`config.mk`:
```
export PLATFORM = sky130hd
export DESIGN_NAME = cau_crc_accumulator_unit
export DESIGN_NICKNAME = d
export VERILOG_FILES = /design/src/rtl/cau_pkg.sv /design/src/rtl/cau_crc_accumulator_unit.sv /design/src/rtl/cau_byte_sel.sv
export SDC_FILE = /design/constraint.sdc
export NUM_CORES = 1
export LEC_CHECK = 0
export ABC_CLOCK_PERIOD_IN_PS = 5300
export BUFFER_PORTS_ARGS = -buffer_cell sky130_fd_sc_hd__buf_2
export CAP_MARGIN = 20
export CORE_MARGIN = 1.5
export CORE_UTILIZATION = 43
export DETAILED_ROUTE_END_ITERATION = 12
export GPL_ROUTABILITY_DRIVEN = 0
export PLACE_DENSITY = 0.64
export SYNTH_ARGS = -nofsm -noshare
export SYNTH_HDL_FRONTEND = slang
export SYNTH_HIERARCHICAL = 1
export SYNTH_SLANG_ARGS = --single-unit
```
`constraint.sdc`:
```
create_clock -name core_clk_in -period 5.3 [get_ports core_clk_in]
set_input_delay 0.53 -clock core_clk_in [delete_from_list [all_inputs] [get_ports core_clk_in]]
set_output_delay 0.53 -clock core_clk_in [all_outputs]
set_load 0.01 [all_outputs]
```
`src/rtl/cau_pkg.sv`:
```
/*
 package for the crc accumulator unit: register offsets, field positions,
 polynomials and preset values.
 assumes an 8-bit special-function-register access port from the core.
*/
package cau_pkg;
    localparam logic [7:0] CTRL_ADDR = 8'h92;
    localparam logic [7:0] INPUT_ADDR = 8'h91;
    localparam logic [7:0] DATA_ADDR = 8'h93;
    localparam logic [7:0] CTRL_RESET = 8'h00;
    localparam logic [7:0] RDATA_RESET = 8'h00;
    localparam int SEL_BIT = 4;
    localparam int INIT_BIT = 3;
    localparam int VAL_BIT = 2;
    localparam int PNT_HI = 1;
    localparam int PNT_LO = 0;
    localparam logic [2:0] CTRL_UNUSED = 3'h0;
    localparam logic [31:0] POLY32 = 32'h04C1_1DB7;
    localparam logic [15:0] POLY16 = 16'h1021;
    localparam logic [31:0] PRESET_ZERO = 32'h0000_0000;
    localparam logic [31:0] PRESET_ONES = 32'hFFFF_FFFF;
    localparam int STEPS = 8;
    localparam logic [1:0] PNT_STEP = 2'h1;
endpackage

```
`src/rtl/cau_crc_accumulator_unit.sv`:
```
/*
 crc accumulator unit: byte-wide crc engine behind three special-function
 registers (control, input byte, result data port).
 assumes single-cycle core register accesses on the same clock.
*/
// How it works
// - select bit 0 computes a 32-bit crc with polynomial 04C11DB7.
// - select bit 1 computes a 16-bit crc with polynomial 1021.
// - writing one to init loads the whole result with the chosen preset.
// - preset is all zeros when value select is 0, all ones otherwise.
// - two-bit pointer picks result byte; increments after each data port access.
// - 32-bit mode: pointer 0..3 selects bytes 0..3 in order.
// - 16-bit mode: even pointer selects low byte, odd selects high byte.
// - control bits 7 to 5 read zero and ignore writes.
// - 16-bit: xor byte into top eight bits, then eight shift-xor steps.
// - 16-bit results match the published single-byte reference vectors.
`timescale 1ns/100ps
module cau_crc_accumulator_unit
(
    input wire logic core_clk_in,
    input wire logic nrst_in,
    input wire logic [7:0] reg_addr_in,
    input wire logic reg_wr_in,
    input wire logic reg_rd_in,
    input wire logic [7:0] reg_wdata_in,
    output logic [7:0] reg_rdata_out,
    output logic [31:0] crc_result_out
);
    logic poly_width_select_reg;
    logic init_value_select_reg;
    logic [1:0] result_byte_pointer_reg;
    logic [31:0] result_reg;
    logic [7:0] data_byte;
    logic [7:0] rd_ctrl_reg;
    logic rd_data_reg;
    logic wr_ctrl;
    logic wr_input;
    logic data_access;
    logic init_write;
    logic data_write;
    logic rd_data;

    assign wr_ctrl = reg_wr_in && (reg_addr_in == cau_pkg::CTRL_ADDR);
    assign wr_input = reg_wr_in && (reg_addr_in == cau_pkg::INPUT_ADDR);
    assign data_access = (reg_wr_in || reg_rd_in) && (reg_addr_in == cau_pkg::DATA_ADDR);
    assign init_write = wr_ctrl && reg_wdata_in[cau_pkg::INIT_BIT];
    assign data_write = reg_wr_in && data_access;
    assign rd_data = reg_rd_in && data_access;

    // 16-bit update: byte into the top of the low half, msb first
    function automatic logic [15:0] crc16_byte(input logic [15:0] acc,
                                               input logic [7:0] din);
        logic [15:0] a;
        a = acc;
        a[15:8] = a[15:8] ^ din;
        for (int i = 0; i < cau_pkg::STEPS; i++)
        begin
            if (a[15])
            begin
                a = {a[14:0], 1'b0} ^ cau_pkg::POLY16;
            end
            else
            begin
                a = {a[14:0], 1'b0};
            end
        end
        return a;
    endfunction

    // 32-bit update: byte into the top eight bits, msb first
    function automatic logic [31:0] crc32_byte(input logic [31:0] acc,
                                               input logic [7:0] din);
        logic [31:0] a;
        a = acc;
        a[31:24] = a[31:24] ^ din;
        for (int i = 0; i < cau_pkg::STEPS; i++)
        begin
            if (a[31])
            begin
                a = {a[30:0], 1'b0} ^ cau_pkg::POLY32;
            end
            else
            begin
                a = {a[30:0], 1'b0};
            end
        end
        return a;
    endfunction

    // one byte through eight shift-xor steps; 16-bit mode clears the upper half
    function automatic logic [31:0] crc_byte(input logic [31:0] acc,
                                             input logic [7:0] din,
                                             input logic w16);
        logic [31:0] a;
        if (w16)
        begin
            a = {16'h0000, crc16_byte(acc[15:0], din)};
        end
        else
        begin
            a = crc32_byte(acc, din);
        end
        return a;
    endfunction

    // control byte as software sees it: unused bits and init always read zero
    function automatic logic [7:0] ctrl_image(input logic w16,
                                              input logic val,
                                              input logic [1:0] ptr);
        return {cau_pkg::CTRL_UNUSED, w16, 1'b0, val, ptr};
    endfunction

    always_ff @(posedge core_clk_in or negedge nrst_in)
    begin
        if (!nrst_in)
        begin
            poly_width_select_reg <= cau_pkg::CTRL_RESET[cau_pkg::SEL_BIT];
        end
        else if (wr_ctrl)
        begin
            poly_width_select_reg <= reg_wdata_in[cau_pkg::SEL_BIT];
        end
    end

    always_ff @(posedge core_clk_in or negedge nrst_in)
    begin
        if (!nrst_in)
        begin
            init_value_select_reg <= cau_pkg::CTRL_RESET[cau_pkg::VAL_BIT];
        end
        else if (wr_ctrl)
        begin
            init_value_select_reg <= reg_wdata_in[cau_pkg::VAL_BIT];
        end
    end

    // a control write sets the pointer; data port accesses advance it
    always_ff @(posedge core_clk_in or negedge nrst_in)
    begin
        if (!nrst_in)
        begin
            result_byte_pointer_reg <= cau_pkg::CTRL_RESET[cau_pkg::PNT_HI:cau_pkg::PNT_LO];
        end
        else if (wr_ctrl)
        begin
            result_byte_pointer_reg <= reg_wdata_in[cau_pkg::PNT_HI:cau_pkg::PNT_LO];
        end
        else if (data_access)
        begin
            result_byte_pointer_reg <= result_byte_pointer_reg + cau_pkg::PNT_STEP;
        end
    end

    // init uses the value select bit written in the same access
    always_ff @(posedge core_clk_in or negedge nrst_in)
    begin
        if (!nrst_in)
        begin
            result_reg <= cau_pkg::PRESET_ZERO;
        end
        else if (init_write)
        begin
            result_reg <= reg_wdata_in[cau_pkg::VAL_BIT] ? cau_pkg::PRESET_ONES
                                                         : cau_pkg::PRESET_ZERO;
        end
        else if (wr_input)
        begin
            result_reg <= crc_byte(result_reg, reg_wdata_in, poly_width_select_reg);
        end
        else if (data_write)
        begin
            if (poly_width_select_reg)
            begin
                result_reg[result_byte_pointer_reg[0]*8 +: 8] <= reg_wdata_in;
            end
            else
            begin
                result_reg[result_byte_pointer_reg*8 +: 8] <= reg_wdata_in;
            end
        end
    end

    cau_byte_sel u_byte_sel
    (
        .core_clk_in(core_clk_in),
        .nrst_in(nrst_in),
        .result_in(result_reg),
        .pointer_in(result_byte_pointer_reg),
        .width16_in(poly_width_select_reg),
        .byte_out(data_byte)
    );

    // read data lags the read strobe by one cycle, like the byte selector
    always_ff @(posedge core_clk_in or negedge nrst_in)
    begin
        if (!nrst_in)
        begin
            rd_ctrl_reg <= cau_pkg::CTRL_RESET;
        end
        else
        begin
            rd_ctrl_reg <= ctrl_image(poly_width_select_reg, init_value_select_reg,
                                      result_byte_pointer_reg);
        end
    end

    always_ff @(posedge core_clk_in or negedge nrst_in)
    begin
        if (!nrst_in)
        begin
            rd_data_reg <= 1'b0;
        end
        else
        begin
            rd_data_reg <= rd_data;
        end
    end

    assign reg_rdata_out = rd_data_reg ? data_byte : rd_ctrl_reg;
    assign crc_result_out = result_reg;
endmodule // cau_crc_accumulator_unit

```
`src/rtl/cau_byte_sel.sv`:
```
/*
 byte selector for the result data port: picks the result byte named by
 the pointer, folding the pointer in 16-bit mode.
 assumes the result is presented whole, registered output.
*/
`timescale 1ns/100ps
module cau_byte_sel
(
    input wire logic core_clk_in,
    input wire logic nrst_in,
    input wire logic [31:0] result_in,
    input wire logic [1:0] pointer_in,
    input wire logic width16_in,
    output logic [7:0] byte_out
);
    logic [1:0] eff_ptr;
    always_comb
    begin
        eff_ptr = pointer_in;
        if (width16_in)
        begin
            eff_ptr = {1'b0, pointer_in[0]};
        end
    end

    always_ff @(posedge core_clk_in or negedge nrst_in)
    begin
        if (!nrst_in)
        begin
            byte_out <= cau_pkg::RDATA_RESET;
        end
        else
        begin
            byte_out <= result_in[eff_ptr*8 +: 8];
        end
    end
endmodule // cau_byte_sel

```
* After elaboration in Yosys (flattened, before gate mapping)
Cells that the tools add are included.
Word-level totals: bits in registers 49, input bits 20, word-level logic and storage cells 115
Cells by class: add/subtract/negate cells 3, equality and inequality tests 3, shift-type cells 5, muxes and demuxes 70, bitwise logic cells 18, reduce and logical (&&, ||, !) cells 9
Operators by type and width (count):
- two-way mux 32 bit | 27
- two-way mux 16 bit | 21
- two-way mux 27 bit | 8
- NOT 14 bit | 8
- two-way mux 13 bit | 8
- variable shift 8 x 34 -> 32 bit, first input constant | 2
- indexed part select 8 x 34 -> 32 bit | 2
- bitwise mux 32 bit | 2
- negator 4 -> 34 bit | 1
- negator 5 -> 34 bit | 1
- indexed part select 32 x 6 -> 8 bit | 1
- equality test 8 bit, second input constant | 3
- NOT 3 bit | 8
- bitwise XOR 8 bit | 2
- two-way mux 8 bit | 1
- logical AND 1 bit | 6
- two-way mux 2 bit | 3
- nonzero test 3 bit | 1
- adder 2 x 1 -> 2 bit, second input constant | 1
- nonzero test 2 bit | 1
- logical OR 1 bit | 1

* Depth between registers and ports, before layout
Gate-level depths: netlist of run 1.
depth after elaboration 41, depth in mapped cells 10, depth with buffers taken out 8

* By module
Netlist of run 1, hierarchy kept.
Modules (own cells, without submodules):
- cau_crc_accumulator_unit | times used 1, cells each 383, area each 3548.4 um^2
- cau_byte_sel | times used 1, cells each 19, area each 402.9 um^2

* Worst setup path after synthesis of run 1
No wires, ideal clock.
path type reg2reg, start register result_byte_pointer_reg[0], end register result_reg[12], in the netlist crc_result_out[12], library setup time 0.094 ns, arrival time 2.178 ns, data required time 5.206 ns, setup slack 3.029 ns, stages on the path, launching flop included 10, buffers on the path 1, period minus slack after synthesis 2.271 ns, cells stage by stage dfrtp_1 -> clkbuf_1 -> inv_1 -> ha_1 -> nand2b_1 -> o21ba_2 -> a211oi_2 -> nand2_1 -> o2bb2ai_1 -> a211oi_1
Between the ends: longest elaborated chain between the ends 7
Ends and longest elaborated chain:
- start, declared | RTL line cau_crc_accumulator_unit.sv:31 | logic [1:0] result_byte_pointer_reg;
- start signal, assigned | RTL line cau_crc_accumulator_unit.sv:142 | result_byte_pointer_reg <= cau_pkg::CTRL_RESET[cau_pkg::PNT_HI:cau_pkg::PNT_LO];
- start signal, assigned | RTL line cau_crc_accumulator_unit.sv:146 | result_byte_pointer_reg <= reg_wdata_in[cau_pkg::PNT_HI:cau_pkg::PNT_LO];
- start signal, assigned | RTL line cau_crc_accumulator_unit.sv:150 | result_byte_pointer_reg <= result_byte_pointer_reg + cau_pkg::PNT_STEP;
- negator 5 -> 34 bit or negator 4 -> 34 bit (tied branches) | RTL line cau_crc_accumulator_unit.sv:178, cau_crc_accumulator_unit.sv:174
- indexed part select 8 x 34 -> 32 bit (tied with other cells) | RTL line cau_crc_accumulator_unit.sv:178 | result_reg[result_byte_pointer_reg*8 +: 8] <= reg_wdata_in;
- bitwise mux 32 bit (on tied branches) | RTL line cau_crc_accumulator_unit.sv:178, cau_crc_accumulator_unit.sv:174
- two-way mux 32 bit * | RTL line cau_crc_accumulator_unit.sv:172 | if (poly_width_select_reg)
- two-way mux 32 bit * | RTL line cau_crc_accumulator_unit.sv:170 | else if (data_write)
- two-way mux 32 bit * | RTL line cau_crc_accumulator_unit.sv:166 | else if (wr_input)
- two-way mux 32 bit * | RTL line cau_crc_accumulator_unit.sv:161 | else if (init_write)
- end signal, assigned | RTL line cau_crc_accumulator_unit.sv:163 | result_reg <= reg_wdata_in[cau_pkg::VAL_BIT] ? cau_pkg::PRESET_ONES
- end signal, assigned | RTL line cau_crc_accumulator_unit.sv:168 | result_reg <= crc_byte(result_reg, reg_wdata_in, poly_width_select_reg);
- end signal, assigned by index | RTL line cau_crc_accumulator_unit.sv:174 | result_reg[result_byte_pointer_reg[0]*8 +: 8] <= reg_wdata_in;
- end, declared | RTL line cau_crc_accumulator_unit.sv:32 | logic [31:0] result_reg;
Mark *: on every way between the ends. The rest lies on a longest branch, timed or not. The select of a mux whose other input is x is not followed. A chain may end at the register's enable or synchronous reset.

* Worst setup path in the final report of run 1
start register result_byte_pointer_reg[0], end register result_reg[1], in the netlist crc_result_out[1]
The elaborated chain is that of the path after synthesis.

==> impl_metrics.csv, run 1 <==
group,metric,value,unit
clock_network,cts_max_level,2,
power,internal_power,819.9,uW
route,routedWlPerCell,20.68,um
synth,synthCells,402,
timing,hold_viol,0,
die,die_x,98.86,um
synth,synth_top_area_share,31.03,%
clock_network,max-clock-path-buffers,2,
route,drt_iter0_markers,258,
timing,drv_slew,0,
timing,finalWorstSetupSlack,2.243,ns
synth,synth_ff_type,"dfrtp_1",
synth,synth-seq-cells,49,
layout,largest_register_ff_count,32,
timing,tightest_slew,1.018,ns
route,viasPerCell,5.864,
route,drcViolationCount,3,
worst_setup_path,crit_required,5.54,ns
timing,rsz0062_at_grt,"no",
status,status,"complete, but fails checks",
place,io_buffers,59,
synth,yosys_warnings,6,
synth,syn_area,3951,um^2
place,dp_slack,2.375,ns
synth,synth_edf_count,0,
layout,fin_nets,475,
worst_setup_path,crit_arrival,3.29,ns
clock_network,cts_root_buf,"clkbuf_8",
synth,synth_area_leaders,"dfrtp_1 (31%), xnor2_1 (11%), xnor2_4 (4.9%)",
die,coreArea,8806,um^2
power,p_total,1.268,mW
job,max_cap_viol_count,0,
die,fp.dieH,98.86,um
die,rows,34,
route,dr.pass1.iters,9,
clock_network,clkTransAtPathRegs,0.10,ns
global_route,grt_usage,24.50,%
timing,fin_setup_tns,0,ns
clock_network,clock_sinks,49,
layout,diodes,0,
global_route,grt_overflow_total,0,
route,ant_nets,0,
clock_network,cts_tree,"yes",
route,totalWireLength,11560,um
clock_network,postCtsSetupRepairBufs,0,
synth,ys_seq_area_share,31.03,%
layout,area_growth,12.19,%
clock_network,cts_hold_buffers,0,
synth,yosysMostFrequentCell,"xnor2_1",
timing,fmaxAchievable,327.1,MHz
route,via_count,3278,
timing,period_minus_slack,3.057,ns
worst_setup_path,worst-setup-path-type,"flop to flop",
synth,synth_area_per_cell,9.829,um^2
worst_setup_path,crit_path_max_fanout,18,
synth,yosysUniqueCellTypes,60,
global_route,grt_pass1_wl,18420,um
synth,synth_nets,427,
power,swShare,35.34,%
power,combPwrFrac,36.1,%
worst_setup_path,cp-end-kind,"flop",
timing,layout_worst_path_cycle_share,57.68,%
synth,synthArstFlopShare,100.0,%
timing,worst_hold_slack,0.3104,ns
power,p_per_area,286.0,nW/um^2
die,initial_core_util,44.87,%
timing,setup_viol,0,
timing,slew_headroom,32.12,%
power,ir_drop,0.1733,mV
power,leakage,1.856,nW
power,power.share.sequential,38.5,%
synth,yosys.area.top_type,"dfrtp_1",
clock_network,cts_resized,0,
layout,drive_above_1_share,23.73,%
timing,finClkSkew,0.01020,ns
worst_setup_path,ff2ff_setup_slack,2.24,ns
clock_network,clkLatencyLatePin,0.31,ns
die,die-area,9773,um^2
die,io_pins,60,
status,violations,"design-rule violations",
hold_path,hp-class,"input port to async pin",
power,switchingPower,448.1,uW
place,hpwl,8753,um
worst_setup_path,critPathLaunchType,"flop",
global_route,grt_max_degree,50,
global_route,grt_pass1_vias,3179,
global_route,antenna_found_initial,0,
synth,synth_common_cells,"xnor2_1 (50), dfrtp_1 (49), nor2_1 (33)",
clock_network,numCtsBuffers,5,
power,clkPwrFrac,25.4,%
-- metrics by stage --
step	util, %	instance area, um^2	cells
5_1_grt	50.34	4433	559
6_report	50.34	4433	559
4_1_cts	50.26	4425	558
3_3_place_gp	48.68	4287	549
2_1_floorplan	-	3951	402
3_5_place_dp	48.74	4292	550
-- final timing paths --
check | start | end | cells past startpoint
max | result_byte_pointer_reg[0] | crc_result_out[1] | 7
min reg2reg | init_value_select_reg | rd_ctrl_reg[2] | 0
max in group asynchronous | nrst_in | u_byte_sel/byte_out[3] | 2
min | nrst_in | crc_result_out[25] | 2
min in group core_clk_in | init_value_select_reg | rd_ctrl_reg[2] | 0
max reg2reg | result_byte_pointer_reg[0] | crc_result_out[1] | 7
-- layout by cell type, fill, tap and decap left out, drive strengths merged, types with 7 or more instances in the layout --
master / n
mux4: 8
xor2: 24
mux2: 8
nor4: 7
dfrtp: 49
nor2: 34
xnor2: 63
a31oi: 10
inv: 7
buf: 62
nand2: 32
a21oi: 31
o21ai: 27
-- worst max-delay path, stage by stage, from the launching register on --
cell	delay [ns]
dfrtp_1	0.91
inv_1	0.30
ha_1	0.42
inv_1	0.06
a31oi_1	0.10
nor3_1	0.76
a22oi_1	0.23
a21oi_1	0.19
-- logic make-up after synthesis --
group                    Yosys count  share of synthesized area, %
AND/OR/NAND/NOR                  107                         13.17
AO/OA/AOI/OAI                    105                         16.66
XOR/XNOR                          90                         26.95
flip-flops                        49                         31.03
buffers and inverters             28                         3.262
multiplexers                      18                         7.346
adder cells (fa/ha/maj)            5                         1.583
-- power by group through the flow --
stage / registers (mW) / logic (mW) / clock network [mW]
2_1_floorplan: 0.476 / 0.341 / 0
3_3_place_gp: 0.494 / 0.443 / 0
4_1_cts: 0.487 / 0.454 / 0.327
5_1_grt: 0.497 / 0.499 / 0.339
3_5_place_dp: 0.495 / 0.450 / 0
6_report: 0.489 / 0.457 / 0.322
-- layer usage --
layer  up-vias  global-route usage [%]  routed length [um]
li1       1530                       -                   -
met1      1592                   35.79                5302
met2       137                   37.88                5426
met3        19                   3.475                 618
met4         0                   7.143                 214
met5         -                       0                   0
-- final cells by class --
| type | instances | area (um^2) |
|---|---|---|
| fillers | 832 | 4373 |
| flip-flops and latches | 49 | 1226 |
| inverters | 7 | 26.28 |
| clock inverters | 3 | 65.06 |
| repair buffers | 62 | 315.3 |
| clock buffers | 5 | 68.82 |
| multi-input cells | 325 | 2596 |
| well taps | 108 | 135.1 |
Power figures use the tool's default switching activity.
==> run 2: changes to the inputs <==
Settings changed: ABC_CLOCK_PERIOD_IN_PS 5300 to 2850.
Clock period 5.3 ns to 2.85 ns, I/O delays scaled along.
==> run 2 against run 1 <==
Compared with the run above: the flow still finishes with violations (design-rule violations); first-iteration DRC count increased by 7.4%; sequential share of layout area down 0.53 points; utilization rose by 0.98 points; non-clock buffer count grew 13; clock skew up 0.00058 ns; maximum frequency increased by 25%; critical path depth down 1; setup slack lost 1.8 ns; total power rose by 83%; global-route usage increased by 0.62 points; wire length rose by 1.9%.
==> impl_metrics.csv, run 2 (synthesized netlist as in run 1, its figures left out) <==
group,metric,value,unit
layout,final_common_cell,"buf_2",
layout,final_cell_area,4519,um^2
die,die_x,98.86,um
global_route,grt_overflow_total,0,
timing,finClkSkew,0.01079,ns
worst_setup_path,crit_required,3.08,ns
layout,fin_nets,488,
power,leakage,1.914,nW
worst_setup_path,critPathLaunchType,"flop",
route,viasPerCell,6.051,
job,max_cap_viol_count,0,
route,totalWireLength,11780,um
global_route,grt_max_degree,38,
die,io_pins,60,
timing,drv_slew,0,
timing,rsz0062_at_grt,"no",
status,status,"complete, but fails checks",
layout,multi_input_area,2596,um^2
clock_network,cts_resized,0,
worst_setup_path,worst-setup-path-type,"flop to flop",
clock_network,cts_root_buf,"clkbuf_8",
route,routedWlPerCell,20.59,um
route,dr.pass1.iters,9,
hold_path,hp-class,"input port to async pin",
layout,drive_above_1_share,25.86,%
place,hpwl,8978,um
route,drt_iter0_markers,277,
status,violations,"design-rule violations",
clock_network,numCtsBuffers,5,
layout,diodes,0,
power,p_total,2.316,mW
worst_setup_path,cp-end-kind,"flop",
global_route,antenna_found_initial,0,
power,power.share.sequential,38.2,%
route,via_count,3461,
worst_setup_path,crit_path_max_fanout,7,
layout,fillers,821,
die,rows,34,
clock_network,clkLatencyLatePin,0.31,ns
clock_network,clock_sinks,49,
place,io_buffers,59,
layout,area_growth,14.38,%
global_route,grt_usage,25.12,%
timing,setup_viol,0,
timing,layout_worst_path_cycle_share,85.93,%
global_route,grt_pass1_wl,18880,um
layout,final_cell_mix,"buf_2 (59), xnor2_1 (50), dfrtp_1 (49)",
timing,slew_headroom,40.03,%
timing,hold_viol,0,
layout,seq_area,1226,um^2
clock_network,cts_hold_buffers,0,
timing,tightest_slew,0.8926,ns
clock_network,cts_max_level,2,
route,drcViolationCount,3,
power,p_per_area,512.4,nW/um^2
timing,period_minus_slack,2.449,ns
clock_network,clkTransAtPathRegs,0.10,ns
worst_setup_path,ff2ff_setup_slack,0.40,ns
power,internal_power,1.477,mW
power,swShare,36.21,%
power,clkPwrFrac,23.2,%
global_route,grt_pass1_vias,3351,
power,switchingPower,838.6,uW
die,fp.dieH,98.86,um
clock_network,cts_tree,"yes",
clock_network,max-clock-path-buffers,2,
worst_setup_path,crit_arrival,2.68,ns
layout,largest_register_ff_count,32,
place,place_area,4399,um^2
clock_network,postCtsSetupRepairBufs,0,
timing,fmaxAchievable,408.3,MHz
route,ant_nets,0,
timing,worst_hold_slack,0.09260,ns
die,coreArea,8806,um^2
power,combPwrFrac,38.6,%
die,die-area,9773,um^2
timing,fin_setup_tns,0,ns
power,ir_drop,0.2632,mV
die,initial_core_util,44.87,%
-- run 2: stage by stage --
| step | std cells | setup slack, ns | utilization [%] |
|---|---|---|---|
| floorplan | 402 | 0.5785 | - |
| global placement | 564 | 0.6033 | 49.96 |
| detailed placement | 564 | 0.4943 | 49.96 |
| CTS | 572 | 0.4965 | 51.32 |
| global route | 572 | 0.3180 | 51.32 |
| finish | 572 | 0.4010 | 51.32 |
-- run 2: critical path, cell delays in order, from the launching register on --
cell	delay, ns
dfrtp_1	0.46
inv_1	0.12
ha_1	0.34
nor4_1	0.46
nor2b_1	0.62
a221oi_1	0.20
o21ai_1	0.17
-- run 2: layout make-up --
type	count	share of cell area (%)
Clock buffer	6	1.827
Clock inverter	2	0.8306
Inverter	7	0.5814
Timing Repair Buffer	75	9.192
Sequential cell	49	27.13
Multi-Input combinational cell	325	57.45
Tap cell	108	2.990
-- run 2: path summary, 6_finish.rpt --
path                                                  from                  to  depth (start not counted)
worst max-delay path            result_byte_pointer_reg[1]  crc_result_out[24]                          6
worst min-delay path                               nrst_in  crc_result_out[19]                          1
worst max register to register  result_byte_pointer_reg[1]  crc_result_out[24]                          6
worst min register to register       init_value_select_reg      rd_ctrl_reg[2]                          0
max in group asynchronous                          nrst_in  crc_result_out[15]                          2
min in group core_clk_in                         reg_rd_in         rd_data_reg                          2
-- run 2: metal layers --
| layer | wire length, um | track usage [%] | vias up |
|---|---|---|---|
| li1 | - | - | 1554 |
| met1 | 5099 | 35.04 | 1708 |
| met2 | 5525 | 40.05 | 179 |
| met3 | 901 | 3.688 | 20 |
| met4 | 250 | 8.681 | 0 |
| met5 | 0 | 0 | - |
-- run 2: power by group through the flow --
stage | sequential (mW) | combinational [mW] | clock (mW)
after floorplan | 0.885 | 0.634 | 0
after global placement | 0.894 | 0.870 | 0
after detailed placement | 0.896 | 0.881 | 0
after CTS | 0.883 | 0.885 | 0.543
after global routing | 0.898 | 0.967 | 0.572
final | 0.885 | 0.894 | 0.537
